==> config.mk <==
export PLATFORM = sky130hd
export DESIGN_NAME = cid_data_if
export DESIGN_NICKNAME = d
export VERILOG_FILES = /design/src/cid_pkg.sv /design/src/cid_data_if.sv
export VERILOG_INCLUDE_DIRS = /design/src
export SDC_FILE = /design/constraint.sdc
export NUM_CORES = 1
export LEC_CHECK = 0
export BUFFER_PORTS_ARGS = -buffer_cell sky130_fd_sc_hd__buf_2
export CORE_ASPECT_RATIO = 1.25
export CORE_UTILIZATION = 55
export DETAILED_ROUTE_END_ITERATION = 10
export PLACE_DENSITY = 0.76
export SYNTH_ARGS = -nofsm -noshare
export SYNTH_HDL_FRONTEND = slang
export SYNTH_SLANG_ARGS = --single-unit
==> constraint.sdc <==
create_clock -name clk_i -period 3.4 [get_ports clk_i]
set_clock_uncertainty 0.1 [all_clocks]
set_input_delay 0.51 -clock clk_i [delete_from_list [all_inputs] [get_ports clk_i]]
set_output_delay 0.51 -clock clk_i [all_outputs]
set_load 0.02 [all_outputs]
==> src/cid_map.svh <==
`ifndef CID_MAP_SVH
`define CID_MAP_SVH

// Register indices; the byte address on the bus is four times the index.
`define CID_IDX_CS1       8'h0a
`define CID_IDX_CS2       8'h0b
`define CID_IDX_CS3       8'h0c
`define CID_IDX_DATA      8'h0e
`define CID_ADDR_W        8

// Control/status one field positions.
`define CID_CS1_CFORCE    0
`define CID_CS1_RFORCE    1
`define CID_CS1_CIE       4
`define CID_CS1_CIF       5
`define CID_CS1_RIE       6
`define CID_CS1_RIF       7

// Control/status two field positions.
`define CID_CS2_CDET_N    0
`define CID_CS2_RDET_N    1
`define CID_CS2_SERIAL    2
`define CID_CS2_CPWR      5
`define CID_CS2_RPWR      6

// Control/status three field positions.
`define CID_CS3_CFEN      0
`define CID_CS3_RFEN      1
`define CID_CS3_RDY       2
`define CID_CS3_RDYIE     3
`define CID_CS3_RXEN      4
`define CID_CS3_RAWSEL    7

// Reset values of the force bits.
`define CID_FORCE_RST     1'b1

// Timing: clock, carrier qualification, carrier dropout, line rate.
`define CID_CLK_NS        50
`define CID_CLK_HZ        20000000
`define CID_QUAL_MS       25
`define CID_DROP_MS       8
`define CID_BAUD          1200
`define CID_QUAL_CYC ((`CID_QUAL_MS * 1000000 + `CID_CLK_NS - 1) / `CID_CLK_NS)
`define CID_DROP_CYC ((`CID_DROP_MS * 1000000 + `CID_CLK_NS - 1) / `CID_CLK_NS)
`define CID_BIT_CYC       (`CID_CLK_HZ / `CID_BAUD)
`define CID_CNT_W         24

`endif

==> src/cid_pkg.sv <==
`include "cid_map.svh"

package cid_pkg;

  // Byte receiver states, Gray coded along idle-start-data-stop.
  typedef enum logic [1:0]
  {
    CID_RX_IDLE  = 2'b00,
    CID_RX_START = 2'b01,
    CID_RX_DATA  = 2'b11,
    CID_RX_STOP  = 2'b10
  } cid_rx_e;

  typedef logic [`CID_CNT_W-1:0] cid_cnt_t;

  // Complete state of the caller-ID data interface.
  typedef struct packed {
    logic     ring_irq_flag;
    logic     ring_irq_enable;
    logic     carrier_irq_flag;
    logic     carrier_irq_enable;
    logic     ring_force_bit;
    logic     carrier_force_bit;
    logic     ring_power_up;
    logic     carrier_power_up;
    logic     raw_source_select;
    logic     byte_receiver_enable;
    logic     byte_ready_irq_enable;
    logic     byte_ready_flag;
    logic     ring_force_enable;
    logic     carrier_force_enable;
    logic     carrier_valid;
    cid_cnt_t carrier_cnt;
    logic     carrier_n_prev;
    logic     ring_n_prev;
    logic     serial_line_bit;
    cid_rx_e  rx_state;
    cid_cnt_t rx_cnt;
    logic [2:0] rx_bit;
    logic [7:0] rx_shift;
    logic [7:0] cid_byte_data;
    logic [7:0] rdata;
    logic       slverr;
  } cid_state_s;

endpackage

==> src/cid_data_if.sv <==
// Added by the designer: the APB register port.
`timescale 1ns/1ps
`include "cid_map.svh"

// Overview of operation
// - Line data shown as live serial bit and as assembled bytes.
// - Serial bit follows demodulator only while carrier detect is low.
// - Seizure pattern and mark period pass through with the message.
// - Byte-ready flag sets whenever a new byte is loaded.
// - Byte interrupt when flag, its enable set and processor mask clear.
// - Reading the byte data register clears the byte-ready flag.
// - Carrier force enable makes carrier detect follow the force bit.
// - Ring force enable makes ring detect follow the force bit.
// - Carrier interrupt enable covers real and forced carrier.
// - Ring interrupt enable covers real and forced ring.
// - Carrier flag sets on detection when enabled; requests interrupt.
// - Ring flag sets on detection when enabled; requests interrupt.
// - Carrier and ring flags share one interrupt request.
// - Flags clear only by writing zero; writing one does nothing.
// - Carrier detect reads low while a valid carrier is present.
// - Ring detect reads low while a valid ring is present.
// - Detection works only while its power-up bit is set.
// - Byte receiver runs only while its enable bit is one.
// - Source select picks processed data at zero, raw at one.
// - Carrier detect returns high only after the dropout interval.
// - Carrier declared valid only after the qualification time.
module cid_data_if
  import cid_pkg::*;
#(
  parameter int QUAL_CYC = `CID_QUAL_CYC,
  parameter int DROP_CYC = `CID_DROP_CYC,
  parameter int BIT_CYC  = `CID_BIT_CYC
)
(
  // Clock and reset.
  input  wire logic                  clk_i,
  input  wire logic                  rstn_i,
  // APB slave.
  input  wire logic                  psel_i,
  input  wire logic                  penable_i,
  input  wire logic                  pwrite_i,
  input  wire logic [`CID_ADDR_W-1:0] paddr_i,
  input  wire logic [31:0]           pwdata_i,
  output logic [31:0]                prdata_o,
  output logic                       pready_o,
  output logic                       pslverr_o,
  // Demodulator, detector and processor mask inputs.
  input  wire logic                  demod_raw_i,
  input  wire logic                  demod_cooked_i,
  input  wire logic                  carrier_sense_i,
  input  wire logic                  ring_valid_i,
  input  wire logic                  cpu_irq_mask_i,
  // Status and interrupt outputs.
  output logic                       line_irq_o,
  output logic                       byte_irq_o,
  output logic                       carrier_power_up_o,
  output logic                       ring_power_up_o,
  output logic                       carrier_present_n_o,
  output logic                       ring_present_n_o,
  output logic                       serial_line_bit_o
);

  ////////////////////////////////////////////////////////////////////////////
  // Parameter checks.

  // Counters are fixed width, so longer counts cannot be served.
  if (QUAL_CYC < 1 || DROP_CYC < 1 || BIT_CYC < 4 ||
      QUAL_CYC >= (1 << `CID_CNT_W) || DROP_CYC >= (1 << `CID_CNT_W) ||
      BIT_CYC >= (1 << `CID_CNT_W))
  begin : g_bad_param
    $error("cid_data_if: timing parameter out of range");
  end

  ////////////////////////////////////////////////////////////////////////////
  // Decoding helpers.

  // Matches a word-aligned byte address against a register index.
  function automatic logic hits(input logic [`CID_ADDR_W-1:0] addr,
                                input logic [7:0] idx);
    logic [9:0] byte_addr;
    byte_addr = {idx, 2'b00};
    hits = (byte_addr[`CID_ADDR_W-1:0] == addr) &&
           (byte_addr[9:`CID_ADDR_W] == 2'h0);
  endfunction

  ////////////////////////////////////////////////////////////////////////////
  // State and derived signals.

  cid_state_s s_r;
  cid_state_s s_nxt;

  logic carrier_n;
  logic ring_n;
  logic rx_src;
  logic setup;
  logic acc_wr;
  logic acc_rd;
  logic carrier_evt;
  logic ring_evt;
  logic byte_load;

  // Detect lines are active low; force enable replaces the module output.
  assign carrier_n = s_r.carrier_force_enable ? s_r.carrier_force_bit :
                     ~(s_r.carrier_valid & s_r.carrier_power_up);
  assign ring_n    = s_r.ring_force_enable ? s_r.ring_force_bit :
                     ~(ring_valid_i & s_r.ring_power_up);
  // Source feeding the byte receiver.
  assign rx_src = s_r.raw_source_select ? demod_raw_i
                                        : demod_cooked_i;
  // Zero-wait slave: every access phase completes in one cycle.
  assign setup  = psel_i & ~penable_i;
  assign acc_wr = psel_i & penable_i & pwrite_i;
  assign acc_rd = psel_i & penable_i & ~pwrite_i;
  // A detection event is the falling edge of the active-low detect line,
  // whether caused by a real signal or by the force bit.
  assign carrier_evt = s_r.carrier_n_prev & ~carrier_n;
  assign ring_evt    = s_r.ring_n_prev & ~ring_n;
  assign byte_load   = (s_r.rx_state == CID_RX_STOP) &&
                       (s_r.rx_cnt == '0) && rx_src;

  ////////////////////////////////////////////////////////////////////////////
  // Next-state logic.

  // All registers, detectors and the receiver in one process.
  always_comb
  begin
    s_nxt = s_r;
    s_nxt.carrier_n_prev = carrier_n;
    s_nxt.ring_n_prev    = ring_n;
    s_nxt.serial_line_bit = carrier_n ? 1'b1 : demod_raw_i;

    // Carrier qualifier: long presence to validate, long silence to drop.
    if (!s_r.carrier_power_up)
    begin
      s_nxt.carrier_valid = 1'b0;
      s_nxt.carrier_cnt   = '0;
    end
    else if (!s_r.carrier_valid)
    begin
      if (!carrier_sense_i)
        s_nxt.carrier_cnt = '0;
      else if (s_r.carrier_cnt == cid_cnt_t'(QUAL_CYC - 1))
      begin
        s_nxt.carrier_valid = 1'b1;
        s_nxt.carrier_cnt   = '0;
      end
      else
        s_nxt.carrier_cnt = s_r.carrier_cnt + 1'b1;
    end
    else
    begin
      if (carrier_sense_i)
        s_nxt.carrier_cnt = '0;
      else if (s_r.carrier_cnt == cid_cnt_t'(DROP_CYC - 1))
      begin
        s_nxt.carrier_valid = 1'b0;
        s_nxt.carrier_cnt   = '0;
      end
      else
        s_nxt.carrier_cnt = s_r.carrier_cnt + 1'b1;
    end

    // Byte receiver; a mid-bit sample gives the most margin on timing.
    case (s_r.rx_state)
      CID_RX_IDLE:
      begin
        if (!rx_src)
        begin
          s_nxt.rx_state = CID_RX_START;
          s_nxt.rx_cnt   = cid_cnt_t'(BIT_CYC / 2);
        end
      end
      CID_RX_START:
      begin
        if (s_r.rx_cnt != '0)
          s_nxt.rx_cnt = s_r.rx_cnt - 1'b1;
        else if (!rx_src)
        begin
          s_nxt.rx_state = CID_RX_DATA;
          s_nxt.rx_cnt   = cid_cnt_t'(BIT_CYC - 1);
          s_nxt.rx_bit   = 3'h0;
        end
        else
          s_nxt.rx_state = CID_RX_IDLE;
      end
      CID_RX_DATA:
      begin
        if (s_r.rx_cnt != '0)
          s_nxt.rx_cnt = s_r.rx_cnt - 1'b1;
        else
        begin
          s_nxt.rx_shift = {rx_src, s_r.rx_shift[7:1]};
          s_nxt.rx_bit   = s_r.rx_bit + 1'b1;
          s_nxt.rx_cnt   = cid_cnt_t'(BIT_CYC - 1);
          if (s_r.rx_bit == 3'h7)
            s_nxt.rx_state = CID_RX_STOP;
        end
      end
      CID_RX_STOP:
      begin
        if (s_r.rx_cnt != '0)
          s_nxt.rx_cnt = s_r.rx_cnt - 1'b1;
        else
          s_nxt.rx_state = CID_RX_IDLE;
      end
      default:
        s_nxt.rx_state = CID_RX_IDLE;
    endcase
    // A disabled receiver holds in idle and drops any partial byte.
    if (!s_r.byte_receiver_enable)
    begin
      s_nxt.rx_state = CID_RX_IDLE;
      s_nxt.rx_cnt   = '0;
    end

    // Register writes, taken in the access phase.
    if (acc_wr && hits(paddr_i, `CID_IDX_CS1))
    begin
      s_nxt.carrier_force_bit  = pwdata_i[`CID_CS1_CFORCE];
      s_nxt.ring_force_bit     = pwdata_i[`CID_CS1_RFORCE];
      s_nxt.carrier_irq_enable = pwdata_i[`CID_CS1_CIE];
      s_nxt.ring_irq_enable    = pwdata_i[`CID_CS1_RIE];
      // Flags only accept a zero; a one leaves them as they are.
      if (!pwdata_i[`CID_CS1_CIF])
        s_nxt.carrier_irq_flag = 1'b0;
      if (!pwdata_i[`CID_CS1_RIF])
        s_nxt.ring_irq_flag = 1'b0;
    end
    if (acc_wr && hits(paddr_i, `CID_IDX_CS2))
    begin
      s_nxt.carrier_power_up = pwdata_i[`CID_CS2_CPWR];
      s_nxt.ring_power_up    = pwdata_i[`CID_CS2_RPWR];
    end
    if (acc_wr && hits(paddr_i, `CID_IDX_CS3))
    begin
      s_nxt.carrier_force_enable  = pwdata_i[`CID_CS3_CFEN];
      s_nxt.ring_force_enable     = pwdata_i[`CID_CS3_RFEN];
      s_nxt.byte_ready_irq_enable = pwdata_i[`CID_CS3_RDYIE];
      s_nxt.byte_receiver_enable  = pwdata_i[`CID_CS3_RXEN];
      s_nxt.raw_source_select     = pwdata_i[`CID_CS3_RAWSEL];
    end
    if (acc_rd && hits(paddr_i, `CID_IDX_DATA))
      s_nxt.byte_ready_flag = 1'b0;

    // Hardware sets come last so an event beats a same-cycle clear.
    if (carrier_evt && s_r.carrier_irq_enable)
      s_nxt.carrier_irq_flag = 1'b1;
    if (ring_evt && s_r.ring_irq_enable)
      s_nxt.ring_irq_flag = 1'b1;
    // An unread byte is overwritten; software must keep up.
    if (byte_load && s_r.byte_receiver_enable)
    begin
      s_nxt.cid_byte_data   = s_r.rx_shift;
      s_nxt.byte_ready_flag = 1'b1;
    end

    // Read data is captured in the setup phase for a registered answer.
    if (setup)
    begin
      s_nxt.rdata  = 8'h00;
      s_nxt.slverr = 1'b0;
      if (hits(paddr_i, `CID_IDX_CS1))
      begin
        s_nxt.rdata[`CID_CS1_CFORCE] = s_r.carrier_force_bit;
        s_nxt.rdata[`CID_CS1_RFORCE] = s_r.ring_force_bit;
        s_nxt.rdata[`CID_CS1_CIE]    = s_r.carrier_irq_enable;
        s_nxt.rdata[`CID_CS1_CIF]    = s_r.carrier_irq_flag;
        s_nxt.rdata[`CID_CS1_RIE]    = s_r.ring_irq_enable;
        s_nxt.rdata[`CID_CS1_RIF]    = s_r.ring_irq_flag;
      end
      else if (hits(paddr_i, `CID_IDX_CS2))
      begin
        s_nxt.rdata[`CID_CS2_CDET_N] = carrier_n;
        s_nxt.rdata[`CID_CS2_RDET_N] = ring_n;
        s_nxt.rdata[`CID_CS2_SERIAL] = s_r.serial_line_bit;
        s_nxt.rdata[`CID_CS2_CPWR]   = s_r.carrier_power_up;
        s_nxt.rdata[`CID_CS2_RPWR]   = s_r.ring_power_up;
      end
      else if (hits(paddr_i, `CID_IDX_CS3))
      begin
        s_nxt.rdata[`CID_CS3_CFEN]   = s_r.carrier_force_enable;
        s_nxt.rdata[`CID_CS3_RFEN]   = s_r.ring_force_enable;
        s_nxt.rdata[`CID_CS3_RDY]    = s_r.byte_ready_flag;
        s_nxt.rdata[`CID_CS3_RDYIE]  = s_r.byte_ready_irq_enable;
        s_nxt.rdata[`CID_CS3_RXEN]   = s_r.byte_receiver_enable;
        s_nxt.rdata[`CID_CS3_RAWSEL] = s_r.raw_source_select;
      end
      else if (hits(paddr_i, `CID_IDX_DATA))
        s_nxt.rdata = s_r.cid_byte_data;
      else
        s_nxt.slverr = 1'b1;
    end
  end

  ////////////////////////////////////////////////////////////////////////////
  // State register.

  // Force bits and detect history reset high, so no event fires at reset.
  always_ff @(posedge clk_i or negedge rstn_i)
  begin
    if (!rstn_i)
    begin
      s_r                   <= '0;
      s_r.carrier_force_bit <= `CID_FORCE_RST;
      s_r.ring_force_bit    <= `CID_FORCE_RST;
      s_r.carrier_n_prev    <= 1'b1;
      s_r.ring_n_prev       <= 1'b1;
      s_r.serial_line_bit   <= 1'b1;
      s_r.rx_state          <= CID_RX_IDLE;
    end
    else
      s_r <= s_nxt;
  end

  ////////////////////////////////////////////////////////////////////////////
  // Outputs.

  // Carrier and ring share one request line.
  assign line_irq_o = s_r.carrier_irq_flag | s_r.ring_irq_flag;
  assign byte_irq_o = s_r.byte_ready_flag & s_r.byte_ready_irq_enable &
                      ~cpu_irq_mask_i;
  assign carrier_power_up_o  = s_r.carrier_power_up;
  assign ring_power_up_o     = s_r.ring_power_up;
  assign carrier_present_n_o = carrier_n;
  assign ring_present_n_o    = ring_n;
  assign serial_line_bit_o   = s_r.serial_line_bit;
  assign prdata_o  = {24'h000000, s_r.rdata};
  assign pready_o  = 1'b1;
  assign pslverr_o = s_r.slverr & psel_i & penable_i;
endmodule

==> results of run 1 <==
==> Yosys cell counts (3+ instances only) <==
cell,count
a211oi_1,4
mux2_4,8
a22oi_1,3
nor4_1,12
and3_1,15
nor2_1,55
nand2_1,36
a21oi_1,8
xnor2_1,7
o21a_1,3
mux2i_1,3
inv_1,13
xor2_1,15
a41oi_1,3
dfrtp_1,91
a211o_1,10
nand4_1,14
dfstp_2,5
mux2_2,22
o21ai_0,24
nand3_1,19
ha_1,4
a21o_1,4
buf_2,3
nor2b_1,4
o2bb2ai_1,3
or2_2,3
nand2b_1,10
o31ai_1,4
or3_1,8
a221oi_1,3
a31oi_1,3
clkbuf_1,15
buf_4,33
nor3_1,23
==> final timing paths <==
kind	from	endpoint	slack (ns)	cells past startpoint
setup / recovery	s_r[28]$_DFFE_PN0P_	s_r[10]$_DFFE_PN0P_	0.47	8
hold / removal	rstn_i	s_r[69]$_DFF_PN0_	0.27	1
setup reg to reg	s_r[28]$_DFFE_PN0P_	s_r[10]$_DFFE_PN0P_	0.47	8
hold reg to reg	prdata_o[7]$_DFFE_PN0P_	prdata_o[7]$_DFFE_PN0P_	0.38	2
max in group asynchronous	rstn_i	s_r[47]$_DFFE_PN0P_	2.21	1
min in group clk_i	demod_raw_i	serial_line_bit_o$_DFF_PN1_	0.30	2
==> per-layer routing <==
layer	share of wire, %	wire length (µm)
met5	0	0
met4	2.1	222
met1	43	4590
met2	51	5510
met3	4.0	432
==> logic make-up (layout without fill, tap and decap cells) <==
logic type | count (synthesis) | count (layout) | share of synthesized area (%)
buffers and inverters | 67 | 81 | 7.60
and+or+nand+nor | 215 | 215 | 21.3
other | 2 | 25 | 0.145
DFF | 96 | 96 | 46.4
xor gates and xnor gates | 22 | 22 | 3.71
adders and majority gates | 4 | 4 | 0.965
AOI/OAI and AO/OA | 88 | 88 | 12.1
muxes | 33 | 33 | 7.67
==> power breakdown <==
part           switching [W]  internal, W
clock network       0.000409     0.000665
logic              0.0000997    0.0000401
registers         0.00000919      0.00115
total               0.000518      0.00186
==> cells in the final DEF (no fill, tap or decap), types with 4 or more instances in the layout <==
cell type and instances:
a211o_1 10, a211oi_1 4, a21o_1 4, a21oi_1 8, and3_1 15, buf_2 39, buf_4 13, clkbuf_16 9
conb_1 25, dfrtp_1 91, dfstp_2 5, ha_1 4, inv_1 13, mux2_2 22, mux2_4 8, nand2_1 36
nand2b_1 10, nand3_1 19, nand4_1 14, nor2_1 55, nor2b_1 4, nor3_1 23, nor4_1 12, o21ai_0 24
o31ai_1 4, or3_1 8, xnor2_1 7, xor2_1 15
==> sequential cells by signal, indices dropped and copies added (netlist names) <==
signal and flops:
s_r 85, prdata_o 8, carrier_power_up_o 1, ring_power_up_o 1, serial_line_bit_o 1
==> cell type report <==
type / instances / area (µm²) / share of cell area, %
Timing Repair Buffer: 52 / 293 / 5.15
Inverter: 13 / 48.8 / 0.858
Sequential cell: 96 / 2410 / 42.3
Clock buffer: 13 / 250 / 4.40
Multi-Input combinational cell: 387 / 2470 / 43.4
Tap cell: 123 / 154 / 2.70
Clock inverter: 3 / 65.1 / 1.14
==> worst register-to-register path, cell delays in order, from the launching register on <==
cell and delay, ns:
dfrtp_1 0.43, inv_1 0.10, ha_1 0.25, nor4b_1 0.26, buf_4 0.19, nand4_1 0.13, or3_4 0.43, or3_1 0.55
mux2_4 0.38
==> stage by stage <==
step	instances	instance area, µm²	util [%]	setup WS (ns)
final	687	5690	62.0	0.473
after global routing	687	5690	62.0	0.360
after CTS	687	5690	62.0	0.502
after detailed placement	671	5380	58.6	0.533
after global placement	671	5380	58.6	0.556
after floorplan	550	5270	-	0.654
==> metrics.yaml, run 1 <==
floorplanning:
  initial_core_util_pct: 56.5
  dieArea_um2: 9830
  fp.dieH_um: 111
  rows: 39
  ioPinCount: 91
  die_w_um: 88.9
  core_um2: 9170
finish:
  n_fill_cell: 763
  drive_gt1_share_pct: 19.3
  area_growth_syn_to_layout_pct: 9.70
  nNetsFinal: 613
  diodes: 0
critical_path:
  worstPathRequired_ns: 3.52
  crit_path_max_incr_delay_ns: 0.55
  crit_path_start_kind: "flop"
  worst-path-buf-inv: 2
  cpMaxStageDelayCell: "or3_1"
  cp.arrival_ns: 3.05
  critical_path_class: "reg2reg"
  crit_chain: "inv_1 > ha_1 > nor4b_1 > buf_4 > nand4_1 > or3_4 > or3_1 > mux2_4"
  path_max_fanout: 9
  cp_top_family: "simple AND/OR/NAND/NOR gates"
  worst_setup_path_end_kind: "flop"
cts:
  clkTransAtPathRegs_ns: 0.06
  root_buffer: "clkbuf_16"
  cts_setup_buffers: 0
  cts_resized: 0
  cts_buffers: 9
  clock_path_buffers: 2
  cts.htree.levels: 3
  cts.hold.buffers_added: 0
  cts_tree: "yes"
  worst_skew_pair.late_latency_ns: 0.34
  clock-sinks: 96
grt:
  grt_use_met2_pct: 39.4
  use_met3_pct: 3.81
  grt_use_met1_pct: 28.9
  overflow: 0
  antenna_found_initial: 0
  grt_max_degree: 90
  grtUsageTotal_pct: 23.3
  busiest_layer: "met2"
  grt_pass1_vias: 3914
  grt_pass1_wl_mm: 18.0
drt:
  avgRoutedWirePerCell_um: 15.7
  drc: 0
  drtPass1Iterations: 5
  drt_iter0_markers: 259
  drt_wl_total_mm: 10.8
  routed_via_density: 5.89
  dr_total_vias: 4049
  ant_nets: 0
yosys:
  avgSynthCellArea_um2: 9.84
  syn_inst: 527
  synthDistinctLibCells: 64
  synth.top_cell.area_share_pct: 43.9
  synth_area_um2: 5190
  async_flop_share_pct: 100
  ys_seq_area_share_pct: 46.4
  synth_edf_count: 0
  synth_top_area_cell: "dfrtp_1"
  ys_warn_count: 0
  synth_area_leaders: "dfrtp_1, buf_4, mux2_2, nor2_1, nand2_1"
  synthFlopType: "dfrtp_1"
  ys_seq_elements: 96
pwr:
  p_leak_nw: 2.75
  powerDensity_nw_per_um2: 417
  power_w: 0.00238
  irDropWorstVdd_mv: 0.254
sta:
  layout_min_cycle_time_ns: 2.93
  maxSlewHeadroom_pct: 26.8
  final.setup.tns_ns: 0
  rsz0062_at_grt: "false"
  hold_viol_final: 0
  tightest_slew_ns: 1.10
  setup_viol: 0
  max_freq_ghz: 0.342
  fin_hold_ws_ns: 0.271
  min_period_over_period_pct: 86.1
  slew_viol_final: 0
place:
  port_buffers: 40
  dp_hpwl_mm: 7.43
  finalWeightedCongestion: 0.854
job:
  cap_violations: 0
hold_path:
  min_path_type: "in2async"
status:
  outcome: "finished clean"
Note: power is estimated with default switching activity, not from simulation.
==> run 2: changes to the inputs <==
==> constraint.sdc (replaced) <==
create_clock -name clk_i -period 3.4 [get_ports clk_i]
set_clock_uncertainty 0.1 [all_clocks]
set_input_delay 0.17 -clock clk_i [delete_from_list [all_inputs] [get_ports clk_i]]
set_output_delay 0.17 -clock clk_i [all_outputs]
set_load 0.02 [all_outputs]
==> run 2 against run 1 <==
Net effect: die area unchanged; non-clock buffer count is 8 higher; sequential power hardly changed; critical path depth stayed put; sequential share of layout area is 0.48 points lower; global-route usage grew 0.47 points; combinational power rose by 5%; final cell count grew 1.2%; critical endpoint is now s_r[12]$_DFFE_PN0P_; largest power group unchanged; highest routed layer unchanged.
==> metrics.yaml, run 2 (synthesis gave the netlist of run 1 again) <==
cts:
  root_buffer: "clkbuf_16"  # unchanged
  cts_resized: 0  # unchanged
  cts_tree: "yes"  # unchanged
  cts.htree.levels: 3  # unchanged
  cts_buffers: 9  # unchanged
  clock-sinks: 96  # unchanged
  clock_path_buffers: 2  # unchanged
  clkTransAtPathRegs_ns: 0.07  # was 0.06 ns
  worst_skew_pair.late_latency_ns: 0.35  # was 0.34 ns
hold_path:
  hold_start: "carrier_sense_i"
  hold_path_end: "s_r[81]$_DFF_PN0_"
  hold_depth: 3
  min_path_type: "in2reg"  # was in2async
pwr:
  seqPwrFrac_pct: 50.1  # was 48.9%
  swShare_pct: 23.8  # was 21.8%
  powerDensity_nw_per_um2: 403  # was 417 nW/µm²
  p_sw_w: 0.000551  # was 0.000518 W
  combPwrFrac_pct: 6.3  # was 5.9%
  p_int_w: 0.00177  # was 0.00186 W
  p_clk_share_pct: 43.6  # was 45.2%
  irDropWorstVdd_mv: 0.256  # was 0.254 mV
  p_leak_nw: 2.77  # was 2.75 nW
floorplanning:
  initial_core_util_pct: 56.5  # unchanged
  dieArea_um2: 9830  # unchanged
  ioPinCount: 91  # unchanged
  die_w_um: 88.9  # unchanged
  fp.dieH_um: 111  # unchanged
  core_um2: 9170  # unchanged
  rows: 39  # unchanged
drt:
  drt_wl_total_mm: 11.0  # was 10.8 mm
  avgRoutedWirePerCell_um: 15.8  # was 15.7 µm
  drt_iter0_markers: 209  # was 259
  drtPass1Iterations: 6  # was 5
  dr_wl_met2_mm: 5.79  # was 5.51 mm
  dr_total_vias: 4073  # was 4049
  ant_nets: 0  # unchanged
  met3_length_um: 309  # was 432 µm
  routed_via_density: 5.86  # was 5.89
  drc: 0  # unchanged
  wl_met1_mm: 4.65  # was 4.59 mm
  top_layer: "met4"  # unchanged
critical_path:
  reg2reg_to: "s_r[12]$_DFFE_PN0P_"  # was s_r[10]$_DFFE_PN0P_
  r2r_start: "s_r[28]$_DFFE_PN0P_"  # unchanged
  crit_path_start_kind: "flop"  # unchanged
  reg2reg_depth: 8  # unchanged
  critical_path_class: "reg2reg"  # unchanged
  path_max_fanout: 9  # unchanged
  rrSetupSlack_ns: 0.52  # was 0.47 ns
  cp.arrival_ns: 3.02  # was 3.05 ns
  worstPathRequired_ns: 3.54  # was 3.52 ns
  worst_setup_path_end_kind: "flop"  # unchanged
grt:
  antenna_found_initial: 0  # unchanged
  overflow: 0  # unchanged
  grt_max_degree: 54  # was 90
  grt_pass1_wl_mm: 18.0  # about the same
  grtUsageTotal_pct: 23.8  # was 23.3%
  grt_pass1_vias: 3870  # was 3914
sta:
  maxSlewHeadroom_pct: 40.4  # was 26.8%
  fin_hold_ws_ns: 0.0415  # was 0.271 ns
  layout_min_cycle_time_ns: 2.88  # was 2.93 ns
  rsz0062_at_grt: "false"  # unchanged
  final.setup.tns_ns: 0  # unchanged
  slew_viol_final: 0  # unchanged
  max_freq_ghz: 0.347  # was 0.342 GHz
  hold_viol_final: 0  # unchanged
  min_period_over_period_pct: 84.6  # was 86.1%
  tightest_slew_ns: 0.887  # was 1.10 ns
  setup_viol: 0  # unchanged
finish:
  regMostFlops: "s_r"  # unchanged
  nNetsFinal: 621  # was 613
  instances_no_fill: 695  # was 687
  final_common_cell: "dfrtp_1"  # unchanged
  area_growth_syn_to_layout_pct: 11.0  # was 9.70%
  largest_reg_flops: 85  # unchanged
  drive_gt1_share_pct: 19.4  # was 19.3%
  layout_common_cells: "dfrtp_1, nor2_1, buf_2, nand2_1, conb_1"  # unchanged
  diodes: 0  # unchanged
place:
  finalWeightedCongestion: 0.869  # was 0.854
  dp_hpwl_mm: 7.50  # was 7.43 mm
  dp.cells: 670  # was 671
  port_buffers: 40  # unchanged
job:
  cap_violations: 0  # unchanged
status:
  outcome: "finished clean"  # unchanged
-- run 2: power groups by stage --
stage / clock network [W] / logic (W) / registers, W
2_1_floorplan: 0 / 0.000103 / 0.00118
3_3_place_gp: 0 / 0.000137 / 0.00118
4_1_cts: 0.00102 / 0.000148 / 0.00116
3_5_place_dp: 0 / 0.000139 / 0.00118
6_report: 0.00101 / 0.000147 / 0.00116
5_1_grt: 0.00108 / 0.000167 / 0.00116
-- run 2: critical path, stage by stage, from the launching register on --
cell and delay (ns):
dfrtp_1 0.43, inv_1 0.10, ha_1 0.24, nor4b_1 0.25, buf_4 0.19, nand4_1 0.12, or3_4 0.42, or3_1 0.55
mux2_4 0.37
-- run 2: worst max path at each step --
| stage | end | from | slack, ns | cells past startpoint |
|---|---|---|---|---|
| 3_5_place_dp | s_r[15]$_DFFE_PN0P_ | s_r[28]$_DFFE_PN0P_ | 0.53 | 8 |
| 5_1_grt | s_r[50]$_DFFE_PN0P_ | s_r[28]$_DFFE_PN0P_ | 0.33 | 10 |
| 2_1_floorplan | s_r[10]$_DFFE_PN0P_ | s_r[51]$_DFFE_PN0P_ | 0.65 | 7 |
| 3_3_place_gp | s_r[12]$_DFFE_PN0P_ | s_r[28]$_DFFE_PN0P_ | 0.57 | 8 |
| 4_1_cts | s_r[15]$_DFFE_PN0P_ | s_r[28]$_DFFE_PN0P_ | 0.51 | 8 |
| 6_report | s_r[12]$_DFFE_PN0P_ | s_r[28]$_DFFE_PN0P_ | 0.52 | 8 |
-- run 2: routing by layer --
layer  vias to the layer above  global-route usage (%)
met5                         -                       0
met1                      2033                    28.3
met4                         0                    10.9
met3                        20                    4.11
li1                       1933                       -
met2                        87                    41.0
-- run 2: area by class of cell --
cell class	instances	area [µm²]
multi-input combinational	387	2470
clock buffer	9	225
clock inverter	7	72.6
inverter	13	48.8
fill	762	3420
timing repair buffer	60	375
tap	123	154
sequential	96	2410
-- run 2: stage by stage --
step                instance area, µm²  setup WS [ns]  util (%)  total power [W]
finish                            5760          0.522      62.7          0.00232
global route                      5760          0.329      62.7          0.00241
CTS                               5760          0.511      62.7          0.00233
detailed placement                5370          0.530      58.5          0.00132
global placement                  5370          0.573      58.5          0.00132
floorplan                         5270          0.654         -          0.00128
-- run 2: timing repair --
action | CTS | global route
hold buffers | 9 | 0
setup buffers | 0 | 0
hold endpoints to repair | 65 | 0
